**config.mk**
```make
export PLATFORM = sky130hd
export DESIGN_NAME = hso_option_regs
export DESIGN_NICKNAME = d
export VERILOG_FILES = /design/src/rtl/hso_pkg.sv /design/src/rtl/hso_option_regs.sv
export VERILOG_INCLUDE_DIRS = /design/src /design/src/rtl
export SDC_FILE = /design/constraint.sdc
export NUM_CORES = 1
export LEC_CHECK = 0
export ABC_AREA = 1
export BUFFER_PORTS_ARGS = -buffer_cell sky130_fd_sc_hd__buf_4
export CAP_MARGIN = 20
export CORE_MARGIN = 2
export CORE_UTILIZATION = 45
export CTS_CLUSTER_SIZE = 30
export DETAILED_ROUTE_END_ITERATION = 16
export SLEW_MARGIN = 20
export SYNTH_ARGS = -nofsm -noshare
export SYNTH_HDL_FRONTEND = slang
export SYNTH_SLANG_ARGS = --single-unit
```
**constraint.sdc**
```tcl
create_clock -name core_clk_i -period 7.05 [get_ports core_clk_i]
set_clock_uncertainty 0.1 [all_clocks]
set_input_delay 1.41 -clock core_clk_i [delete_from_list [all_inputs] [get_ports core_clk_i]]
set_output_delay 1.41 -clock core_clk_i [all_outputs]
set_load 0.05 [all_outputs]
```
**src/rtl/hso_consts.svh**
```systemverilog
`ifndef HSO_CONSTS_SVH
`define HSO_CONSTS_SVH
`define HSO_REG_MEAS       2'h0
`define HSO_REG_OPT        2'h1
`define HSO_REG_TC         2'h2
`define HSO_RST_MEAS       8'h00
`define HSO_RST_OPT        8'h00
`define HSO_RST_TC         8'h08
`define HSO_CMD_WR_BIT     13
`define HSO_CMD_RD_BIT     12
`define HSO_CMD_ONES       2'h3
`define HSO_AXIS_LSB       6
`define HSO_RES_LSB        4
`define HSO_RANGE_LSB      2
`define HSO_OUTSEL_LSB     0
`define HSO_OPT_SP         0
`define HSO_OPT_PO         1
`define HSO_OPT_LP         2
`define HSO_OPT_INV        3
`define HSO_OPT_HC         4
`define HSO_OPT_EMR        5
`define HSO_OPT_LMR        7
`define HSO_TC_LSB         3
`define HSO_TC_DEFAULT     4'h1
`define HSO_REFRESH_3K_NS  333333
`define HSO_CLK_NS         10
`define HSO_REFRESH_CYC    (`HSO_REFRESH_3K_NS / `HSO_CLK_NS)
`endif

```
**src/rtl/hso_pkg.sv**
```systemverilog
package hso_pkg;
   typedef enum logic [3:0] {
      HSO_AX_X    = 4'h1,
      HSO_AX_Y    = 4'h2,
      HSO_AX_Z    = 4'h4,
      HSO_AX_IDLE = 4'h8
   } hso_axis_t;

   typedef struct packed {
      logic       range_times_ten;
      logic       range_plus_thirty;
      logic       analog_clock_double;
      logic       bias_reverse;
      logic       low_power_select;
      logic [1:0] axis_select;
      logic [1:0] field_range;
      logic [1:0] conversion_resolution;
      logic [3:0] temp_slope;
   } hso_front_t;
endpackage

```
**src/rtl/hso_option_regs.sv**
```systemverilog
`timescale 1ns/100ps
`include "hso_consts.svh"
// Contract
// axis code 00 scans, 01/10/11 hold X/Y/Z
// scan steps per resolution rate, else hold
// SP clear: own pins, any chip select
// SP set: ready pin floats, muxed on serial-out
// host sets PO whenever it sets SP
// PO clear: serial-out floats while deselected; code still drives it while deselected if SP is set
// PO set: serial-out driven while idle
// option bit 2 selects low power
// option bit 3 reverses bias, mirrors codes
// option bit 4 doubles analog clock
// option bit 5 widens range thirty percent
// option bit 7 multiplies range by ten
// temp slope field bits 3-6, default 0001
// word: write 13, read 12, ones, reg, value
// measurement and option reset to zero
// options apply next conversion, pins immediately
module hso_option_regs #(
   parameter int REFRESH_CYC = `HSO_REFRESH_CYC
) (
   input  wire logic              core_clk_i,
   input  wire logic              rst_i,
   input  wire logic              spi_sclk_i,
   input  wire logic              spi_cs_n_i,
   input  wire logic              spi_mosi_i,
   input  wire logic              sample_ready_flag_i,
   input  wire logic [15:0]       sample_word_i,
   output logic                   spi_miso_o,
   output logic                   spi_miso_oe_n_o,
   output logic                   ready_pin_o,
   output logic                   ready_pin_oe_n_o,
   output hso_pkg::hso_front_t    front_o,
   output hso_pkg::hso_axis_t     axis_o,
   output logic                   conv_start_o
);
   logic [2:0]  sclk_s_r;
   logic [2:0]  cs_s_r;
   logic [2:0]  mosi_s_r;
   logic [7:0]  meas_r;
   logic [7:0]  opt_r;
   logic [7:0]  tc_r;
   logic [15:0] shin_r;
   logic [15:0] shout_r;
   logic [4:0]  bitcnt_r;
   logic [18:0] conv_cnt_r;
   logic [18:0] conv_last;
   logic        sclk_lvl_r;
   logic        cs_lvl_r;
   logic        sample_bit_r;
   logic        cs_n;
   logic        sclk_rise;
   logic        sclk_fall;
   logic        cs_fall;
   logic        word_done;
   logic [15:0] word;
   logic        status_sel;
   logic        always_drv;
   hso_pkg::hso_axis_t axis_r;

   function automatic logic [7:0] reg_read(input logic [1:0] idx, input logic [7:0] m,
                                           input logic [7:0] o, input logic [7:0] t);
      if (idx == `HSO_REG_MEAS) begin
         reg_read = m;
      end else if (idx == `HSO_REG_OPT) begin
         reg_read = o;
      end else if (idx == `HSO_REG_TC) begin
         reg_read = t;
      end else begin
         reg_read = 8'h00;
      end
   endfunction

   // three stages; only the agreeing later two are looked at
   always_ff @(posedge core_clk_i) begin
      if (rst_i) begin
         sclk_s_r <= 3'h0;
         cs_s_r   <= 3'h7;
         mosi_s_r <= 3'h0;
      end else begin
         sclk_s_r <= {sclk_s_r[1:0], spi_sclk_i};
         cs_s_r   <= {cs_s_r[1:0], spi_cs_n_i};
         mosi_s_r <= {mosi_s_r[1:0], spi_mosi_i};
      end
   end

   // a level counts only once the last two stages agree; costs one cycle of latency
   always_ff @(posedge core_clk_i) begin
      if (rst_i) begin
         sclk_lvl_r <= 1'b0;
         cs_lvl_r   <= 1'b1;
      end else begin
         if (sclk_s_r[2] == sclk_s_r[1]) begin
            sclk_lvl_r <= sclk_s_r[2];
         end
         if (cs_s_r[2] == cs_s_r[1]) begin
            cs_lvl_r <= cs_s_r[2];
         end
      end
   end

   assign cs_n      = cs_lvl_r;
   assign sclk_rise = (sclk_s_r[2:1] == 2'h3) && !sclk_lvl_r && !cs_n;
   assign sclk_fall = (sclk_s_r[2:1] == 2'h0) && sclk_lvl_r && !cs_n;
   assign cs_fall   = (cs_s_r[2:1] == 2'h0) && cs_lvl_r;
   assign word      = {shin_r[14:0], mosi_s_r[2]};
   assign word_done = sclk_rise && (bitcnt_r == 5'h0F);

   always_ff @(posedge core_clk_i) begin
      if (rst_i || cs_n) begin
         bitcnt_r <= 5'h00;
         shin_r   <= 16'h0000;
      end else if (sclk_rise) begin
         shin_r   <= word;
         bitcnt_r <= (bitcnt_r == 5'h0F) ? 5'h00 : bitcnt_r + 5'h01;
      end
   end

   // register writes, decoded on the completed word
   always_ff @(posedge core_clk_i) begin
      if (rst_i) begin
         meas_r <= `HSO_RST_MEAS;
         opt_r  <= `HSO_RST_OPT;
         tc_r   <= `HSO_RST_TC;
      end else if (word_done && word[`HSO_CMD_WR_BIT] && (word[11:10] == `HSO_CMD_ONES)) begin
         if (word[9:8] == `HSO_REG_MEAS) begin
            meas_r <= word[7:0];
         end else if (word[9:8] == `HSO_REG_OPT) begin
            opt_r <= word[7:0];
         end else if (word[9:8] == `HSO_REG_TC) begin
            tc_r <= word[7:0];
         end
      end
   end

   // readback queued for the next word, sample otherwise
   always_ff @(posedge core_clk_i) begin
      if (rst_i) begin
         shout_r <= 16'h0000;
      end else if (word_done && word[`HSO_CMD_RD_BIT] && (word[11:10] == `HSO_CMD_ONES)) begin
         shout_r <= {8'h00, reg_read(word[9:8], meas_r, opt_r, tc_r)};
      end else if (cs_fall) begin
         shout_r <= sample_word_i;
      end else if (sclk_fall) begin
         shout_r <= {shout_r[14:0], 1'b0};
      end
   end

   always_ff @(posedge core_clk_i) begin
      if (rst_i) begin
         sample_bit_r <= 1'b0;
      end else begin
         sample_bit_r <= shout_r[15];
      end
   end

   // conversion pacing; settings latch only at a conversion boundary
   // each resolution step halves the rate; the latched field sets it
   assign conv_last = (19'(REFRESH_CYC) << front_o.conversion_resolution) - 19'h00001;

   always_ff @(posedge core_clk_i) begin
      if (rst_i || conv_cnt_r >= conv_last) begin
         conv_cnt_r <= 19'h00000;
      end else begin
         conv_cnt_r <= conv_cnt_r + 19'h00001;
      end
   end

   assign conv_start_o = (conv_cnt_r == 19'h00000) && !rst_i;

   always_ff @(posedge core_clk_i) begin
      if (rst_i) begin
         front_o <= '0;
         front_o.temp_slope <= `HSO_TC_DEFAULT;
      end else if (conv_start_o) begin
         front_o.range_times_ten       <= opt_r[`HSO_OPT_LMR];
         front_o.range_plus_thirty     <= opt_r[`HSO_OPT_EMR];
         front_o.analog_clock_double   <= opt_r[`HSO_OPT_HC];
         front_o.bias_reverse          <= opt_r[`HSO_OPT_INV];
         front_o.low_power_select      <= opt_r[`HSO_OPT_LP];
         front_o.axis_select           <= meas_r[`HSO_AXIS_LSB +: 2];
         front_o.field_range           <= meas_r[`HSO_RANGE_LSB +: 2];
         front_o.conversion_resolution <= meas_r[`HSO_RES_LSB +: 2];
         front_o.temp_slope            <= tc_r[`HSO_TC_LSB +: 4];
      end
   end

   // scan steps X,Y,Z one axis per conversion; fixed code holds one axis
   always_ff @(posedge core_clk_i) begin
      if (rst_i) begin
         axis_r <= hso_pkg::HSO_AX_X;
      end else if (conv_start_o) begin
         case (meas_r[`HSO_AXIS_LSB +: 2])
            2'h1: axis_r <= hso_pkg::HSO_AX_X;
            2'h2: axis_r <= hso_pkg::HSO_AX_Y;
            2'h3: axis_r <= hso_pkg::HSO_AX_Z;
            default: begin
               case (axis_r)
                  hso_pkg::HSO_AX_X: axis_r <= hso_pkg::HSO_AX_Y;
                  hso_pkg::HSO_AX_Y: axis_r <= hso_pkg::HSO_AX_Z;
                  default:           axis_r <= hso_pkg::HSO_AX_X;
               endcase
            end
         endcase
      end
   end

   assign axis_o = axis_r;

   // routing follows the register at once, no conversion wait
   assign status_sel = opt_r[`HSO_OPT_SP];
   // sp alone also keeps serial-out driven on idle bus; host keeps po set
   assign always_drv = opt_r[`HSO_OPT_PO] || status_sel;

   always_ff @(posedge core_clk_i) begin
      if (rst_i) begin
         spi_miso_o       <= 1'b0;
         spi_miso_oe_n_o  <= 1'b1;
         ready_pin_o      <= 1'b0;
         ready_pin_oe_n_o <= 1'b1;
      end else begin
         ready_pin_o      <= sample_ready_flag_i;
         ready_pin_oe_n_o <= status_sel;
         spi_miso_o       <= (status_sel && cs_n) ? sample_ready_flag_i : sample_bit_r;
         spi_miso_oe_n_o  <= cs_n && !always_drv;
      end
   end
endmodule

```
==> parameters.txt <==
Parameter                              Value

Run status
  Result of the run ... finished, final reports clean

Logic synthesis
  Synth area leaders ... sky130_fd_sc_hd__dfxtp_1, sky130_fd_sc_hd__nand2_1, sky130_fd_sc_hd__nor2_1
  Count of state elements after synthesis ... roughly 110
  Proportion of synthesized flip-flops having asynchronous set or reset ... 0%
  Post-Synthesis Mean Instance Area ... a little over 7 µm²
  Synthesized cell area ... about 0.0056 mm²
  Share of Yosys cell area claimed by the top area cell type ... 39.3%
  Post-synth top area cell ... sky130_fd_sc_hd__dfxtp_1
  Net count after synthesis ... roughly 850
  Synthesized netlist cell count ... about 800
  Sequential cell area fraction in the yosys report ... 39.3%
  Syn. warnings ... 0
  Count of flip-flops with a built-in enable after synthesis ... 0
  Most used flip-flop cell after synthesis ... sky130_fd_sc_hd__dfxtp_1
  Distinct cells, synth ... 38

Detailed routing
  Via count ... around 4.9k
  Top Layer Used ... met4
  Residual DRC count ... 0
  Drt via density ... just under 5
  Detailed-routed wire length on met2 ... 5860 µm
  Routed Antenna Nets ... 0
  Total detailed-routing wirelength ... 13000 µm
  Post-DR wirelength/cell ... between 10 and 15 µm
  Sum of met3 wire segment lengths after detailed routing ... approximately 600 µm
  First DRT Iteration DRCs ... approximately 260
  M1 wire length ... between 6000 and 7000 µm
  Pre-Repair DR Iteration Count ... 5

Power and ir drop
  Switching Fraction ... 21.6%
  Combinational group share of total power ... under 10%
  Total power ... between 1000 and 1500 µW
  Internal power ... 1020 µW
  Leakage power figure ... a little under 0.003 µW
  Relative contribution of sequential cells to total power ... 49.4%
  Worst ir drop on vdd ... between 0.15 and 0.2 mV
  Share of power burned in the clock network ... between 40% and 50%
  Power Density ... roughly 200 mW/mm²
  Net Sw Power ... ~280 µW

Layout
  Count of inserted antenna diode cells ... 0
  Area added between synthesis and finish ... 13.1%
  Nets@finish ... a little under 900
  Final cell count without fillers ... ~1.0k
  Core occupancy in the finished layout ... approximately 53%
  Area of all sequential standard cells ... between 0.002 and 0.0025 mm²
  Multi-input logic area ... 0.00294 mm²
  Filler Cell Count ... about 1.2k
  Fraction of layout instances using a drive strength above 1 ... a little over a tenth

Setup path
  Reg2reg setup slack ... approximately 3800 ps
  R2R Path Start ... front_o[4]
  Highest cell delay on the worst timing path ... about 430 ps
  Crit-path slowest cell ... sky130_fd_sc_hd__nor3_1
  Startpoint type of the worst setup path ... input pin
  Crit Reg-Reg Endpoint ... conv_cnt_r[0]
  Cells along the critical path ... buf_4 > nor3_1 > buf_4
  Worst Reg-to-Reg Cells ... 14
  Kind of critical path ... in2out
  Data required time at the worst endpoint ... ~5500 ps
  CP top delay family ... buffers and inverters
  Kind of end point of the critical path ... primary output
  Dominant cell type by count on the critical path ... sky130_fd_sc_hd__buf_4
  CP arrival ... ~2300 ps
  Critical path peak fanout ... 24
  Buffers plus inverters on the worst setup path ... 2

GRT
  Global-route usage over all layers ... between 20% and 30%
  First-pass GRT wire length ... 22400 µm
  Vias in the first global route ... around 4.6k
  Number of antenna violations at the first check in global routing ... 0
  Overall overflow remaining after global route ... 0
  Largest net degree at the start of global routing ... 43

Timing
  Tightest Pin Transition ... 713 ps
  Share of the clock period used by the worst path ... a little over half
  Minimum clock period ... 3840 ps
  Final-layout setup total negative slack ... 0 ps
  Setup slack after layout ... approximately 3200 ps
  Setup-failing EPs final ... 0
  RSZ-0062 raised after global routing ... false
  Count of final max-slew check failures ... 0
  Tightest slew margin relative to the limit ... 52.4%
  Maximum clock frequency ... 261 MHz
  Final Hold Fails ... 0

Placement
  Worst setup slack before clock tree synthesis ... approximately 3200 ps
  Buffers on Ports ... 44
  Total instance count after detailed placement ... between 900 and 1k
  Routability cong. ... about 0.88
  Hpwl dp ... approximately 9500 µm

CTS
  Sinks on Clock Net ... around 110
  Number of levels the H-tree was split into ... 3
  Post-CTS Setup Bufs ... 0
  Maximum clock insertion buffer count ... 2
  Root buffer cell ... sky130_fd_sc_hd__clkbuf_16
  TritonCTS Buffers ... 9
  CTS tree ... done
  Post-cts hold buffer count ... 0
  Cells resized by post-CTS repair ... 0
  Clock-pin transition on the worst setup and hold timing paths ... about 70 ps
  Clk_lat worst skew ... 350 ps

Min path
  Hold crit path type ... reg2reg
  Start point of the worst hold path ... mosi_s_r[1]
  Hold Path Sink ... mosi_s_r[2]
  Cell depth of the worst min-delay path ... 2

Floorplan
  Total I/O pin count ... 46
  Initial core utilization ... ~47%
  Number of placement rows ... 40
  Die span in y ... approximately 120 µm
  Core box area ... between 0.01 and 0.015 mm²
  Die boundary width ... ~120 µm
  Area of the die ... 0.0135 mm²

Job
  Max cap viols ... 0
## stage by stage
stage / area, µm² / hold slack (ps)
2_1_floorplan: 5650 / 288
5_1_grt: 6390 / 327
3_5_place_dp: 6050 / 302
6_report: 6390 / 308
4_1_cts: 6390 / 315
3_3_place_gp: 6050 / 299
## power by group through the flow
stage | Sequential [µW] | Combinational [µW] | Clock, µW
after floorplan | 662 | 47.6 | 0
after global placement | 656 | 77.5 | 0
after detailed placement | 656 | 78.1 | 0
after CTS | 641 | 78.5 | 594
after global routing | 642 | 87.6 | 621
final | 641 | 78.0 | 578
## cells in the final DEF, fill, tap and decap left out, types with 3 or more instances in the layout
master                        n
sky130_fd_sc_hd__nand2_1    205
sky130_fd_sc_hd__xor2_1      15
sky130_fd_sc_hd__bufinv_16    3
sky130_fd_sc_hd__clkbuf_16    9
sky130_fd_sc_hd__nand4_1     11
sky130_fd_sc_hd__o21ai_0     30
sky130_fd_sc_hd__nand4_4      4
sky130_fd_sc_hd__clkbuf_1     3
sky130_fd_sc_hd__inv_1       86
sky130_fd_sc_hd__nor3_1      10
sky130_fd_sc_hd__buf_4       45
sky130_fd_sc_hd__a211oi_1     4
sky130_fd_sc_hd__nor2_2      14
sky130_fd_sc_hd__nand3b_1     3
sky130_fd_sc_hd__inv_2        5
sky130_fd_sc_hd__ha_1        35
sky130_fd_sc_hd__o21ai_1      3
sky130_fd_sc_hd__a21oi_1     31
sky130_fd_sc_hd__dfxtp_1    111
sky130_fd_sc_hd__nand3_1     60
sky130_fd_sc_hd__nor2_1     126
## registers in the layout, indices dropped and copies added, names as in the netlist, 5 cells and up
signal / flops
shin_r: 13
shout_r: 16
opt_r: 8
conv_cnt_r: 19
meas_r: 8
bitcnt_r: 5
tc_r: 8
front_o: 15
## worst max-delay path by stage
stage	start	to	slack [ps]	cells after the start
finish	rst_i	conv_start_o	3210	3
global route	rst_i	conv_start_o	3110	3
CTS	rst_i	conv_start_o	3220	3
detailed placement	rst_i	conv_start_o	3220	3
global placement	rst_i	conv_start_o	3330	3
floorplan	rst_i	conv_start_o	2990	1
## cell type report
class | instances | area share, %
multi-input cells | 571 | 46.0
clock inverters | 3 | 1.41
well taps | 168 | 3.29
inverters | 91 | 5.35
repair buffers | 45 | 5.29
flip-flops and latches | 111 | 34.8
clock buffers | 13 | 3.92
## per-layer routing
layer / vias up / GRT usage, %
li1: 2575 / -
met3: 10 / 5.23
met1: 2216 / 29.4
met4: 0 / 5.40
met2: 107 / 32.9
met5: - / 0
## worst min-delay path, stage by stage (launching register included)
cell	delay, ps
sky130_fd_sc_hd__dfxtp_1	300
sky130_fd_sc_hd__inv_1	40
sky130_fd_sc_hd__nor2_1	30
## logic make-up after synthesis
group	after synthesis	synth area share, %
buffers and inverters	115	8.66
adder cells (fa/ha/maj)	35	7.75
AND/OR/NAND/NOR	445	34.8
XOR/XNOR	16	2.48
AO/OA/AOI/OAI	73	6.89
other	2	0.133
flip-flops	111	39.3
## cell usage after synthesis (2+ instances only)
cell,n
sky130_fd_sc_hd__a211oi_1,4
sky130_fd_sc_hd__a21oi_1,31
sky130_fd_sc_hd__buf_2,7
sky130_fd_sc_hd__buf_4,4
sky130_fd_sc_hd__buf_6,3
sky130_fd_sc_hd__clkbuf_1,8
sky130_fd_sc_hd__conb_1,2
sky130_fd_sc_hd__dfxtp_1,111
sky130_fd_sc_hd__ha_1,35
sky130_fd_sc_hd__inv_1,86
sky130_fd_sc_hd__inv_2,5
sky130_fd_sc_hd__nand2_1,205
sky130_fd_sc_hd__nand2_2,2
sky130_fd_sc_hd__nand3_1,60
sky130_fd_sc_hd__nand3_2,2
sky130_fd_sc_hd__nand3b_1,3
sky130_fd_sc_hd__nand4_1,11
sky130_fd_sc_hd__nand4_4,4
sky130_fd_sc_hd__nor2_1,126
sky130_fd_sc_hd__nor2_2,14
sky130_fd_sc_hd__nor3_1,10
sky130_fd_sc_hd__nor4_1,2
sky130_fd_sc_hd__o21ai_0,30
sky130_fd_sc_hd__o21ai_1,3
sky130_fd_sc_hd__or2_2,2
sky130_fd_sc_hd__xor2_1,15
(Power assumes the default switching activity.)
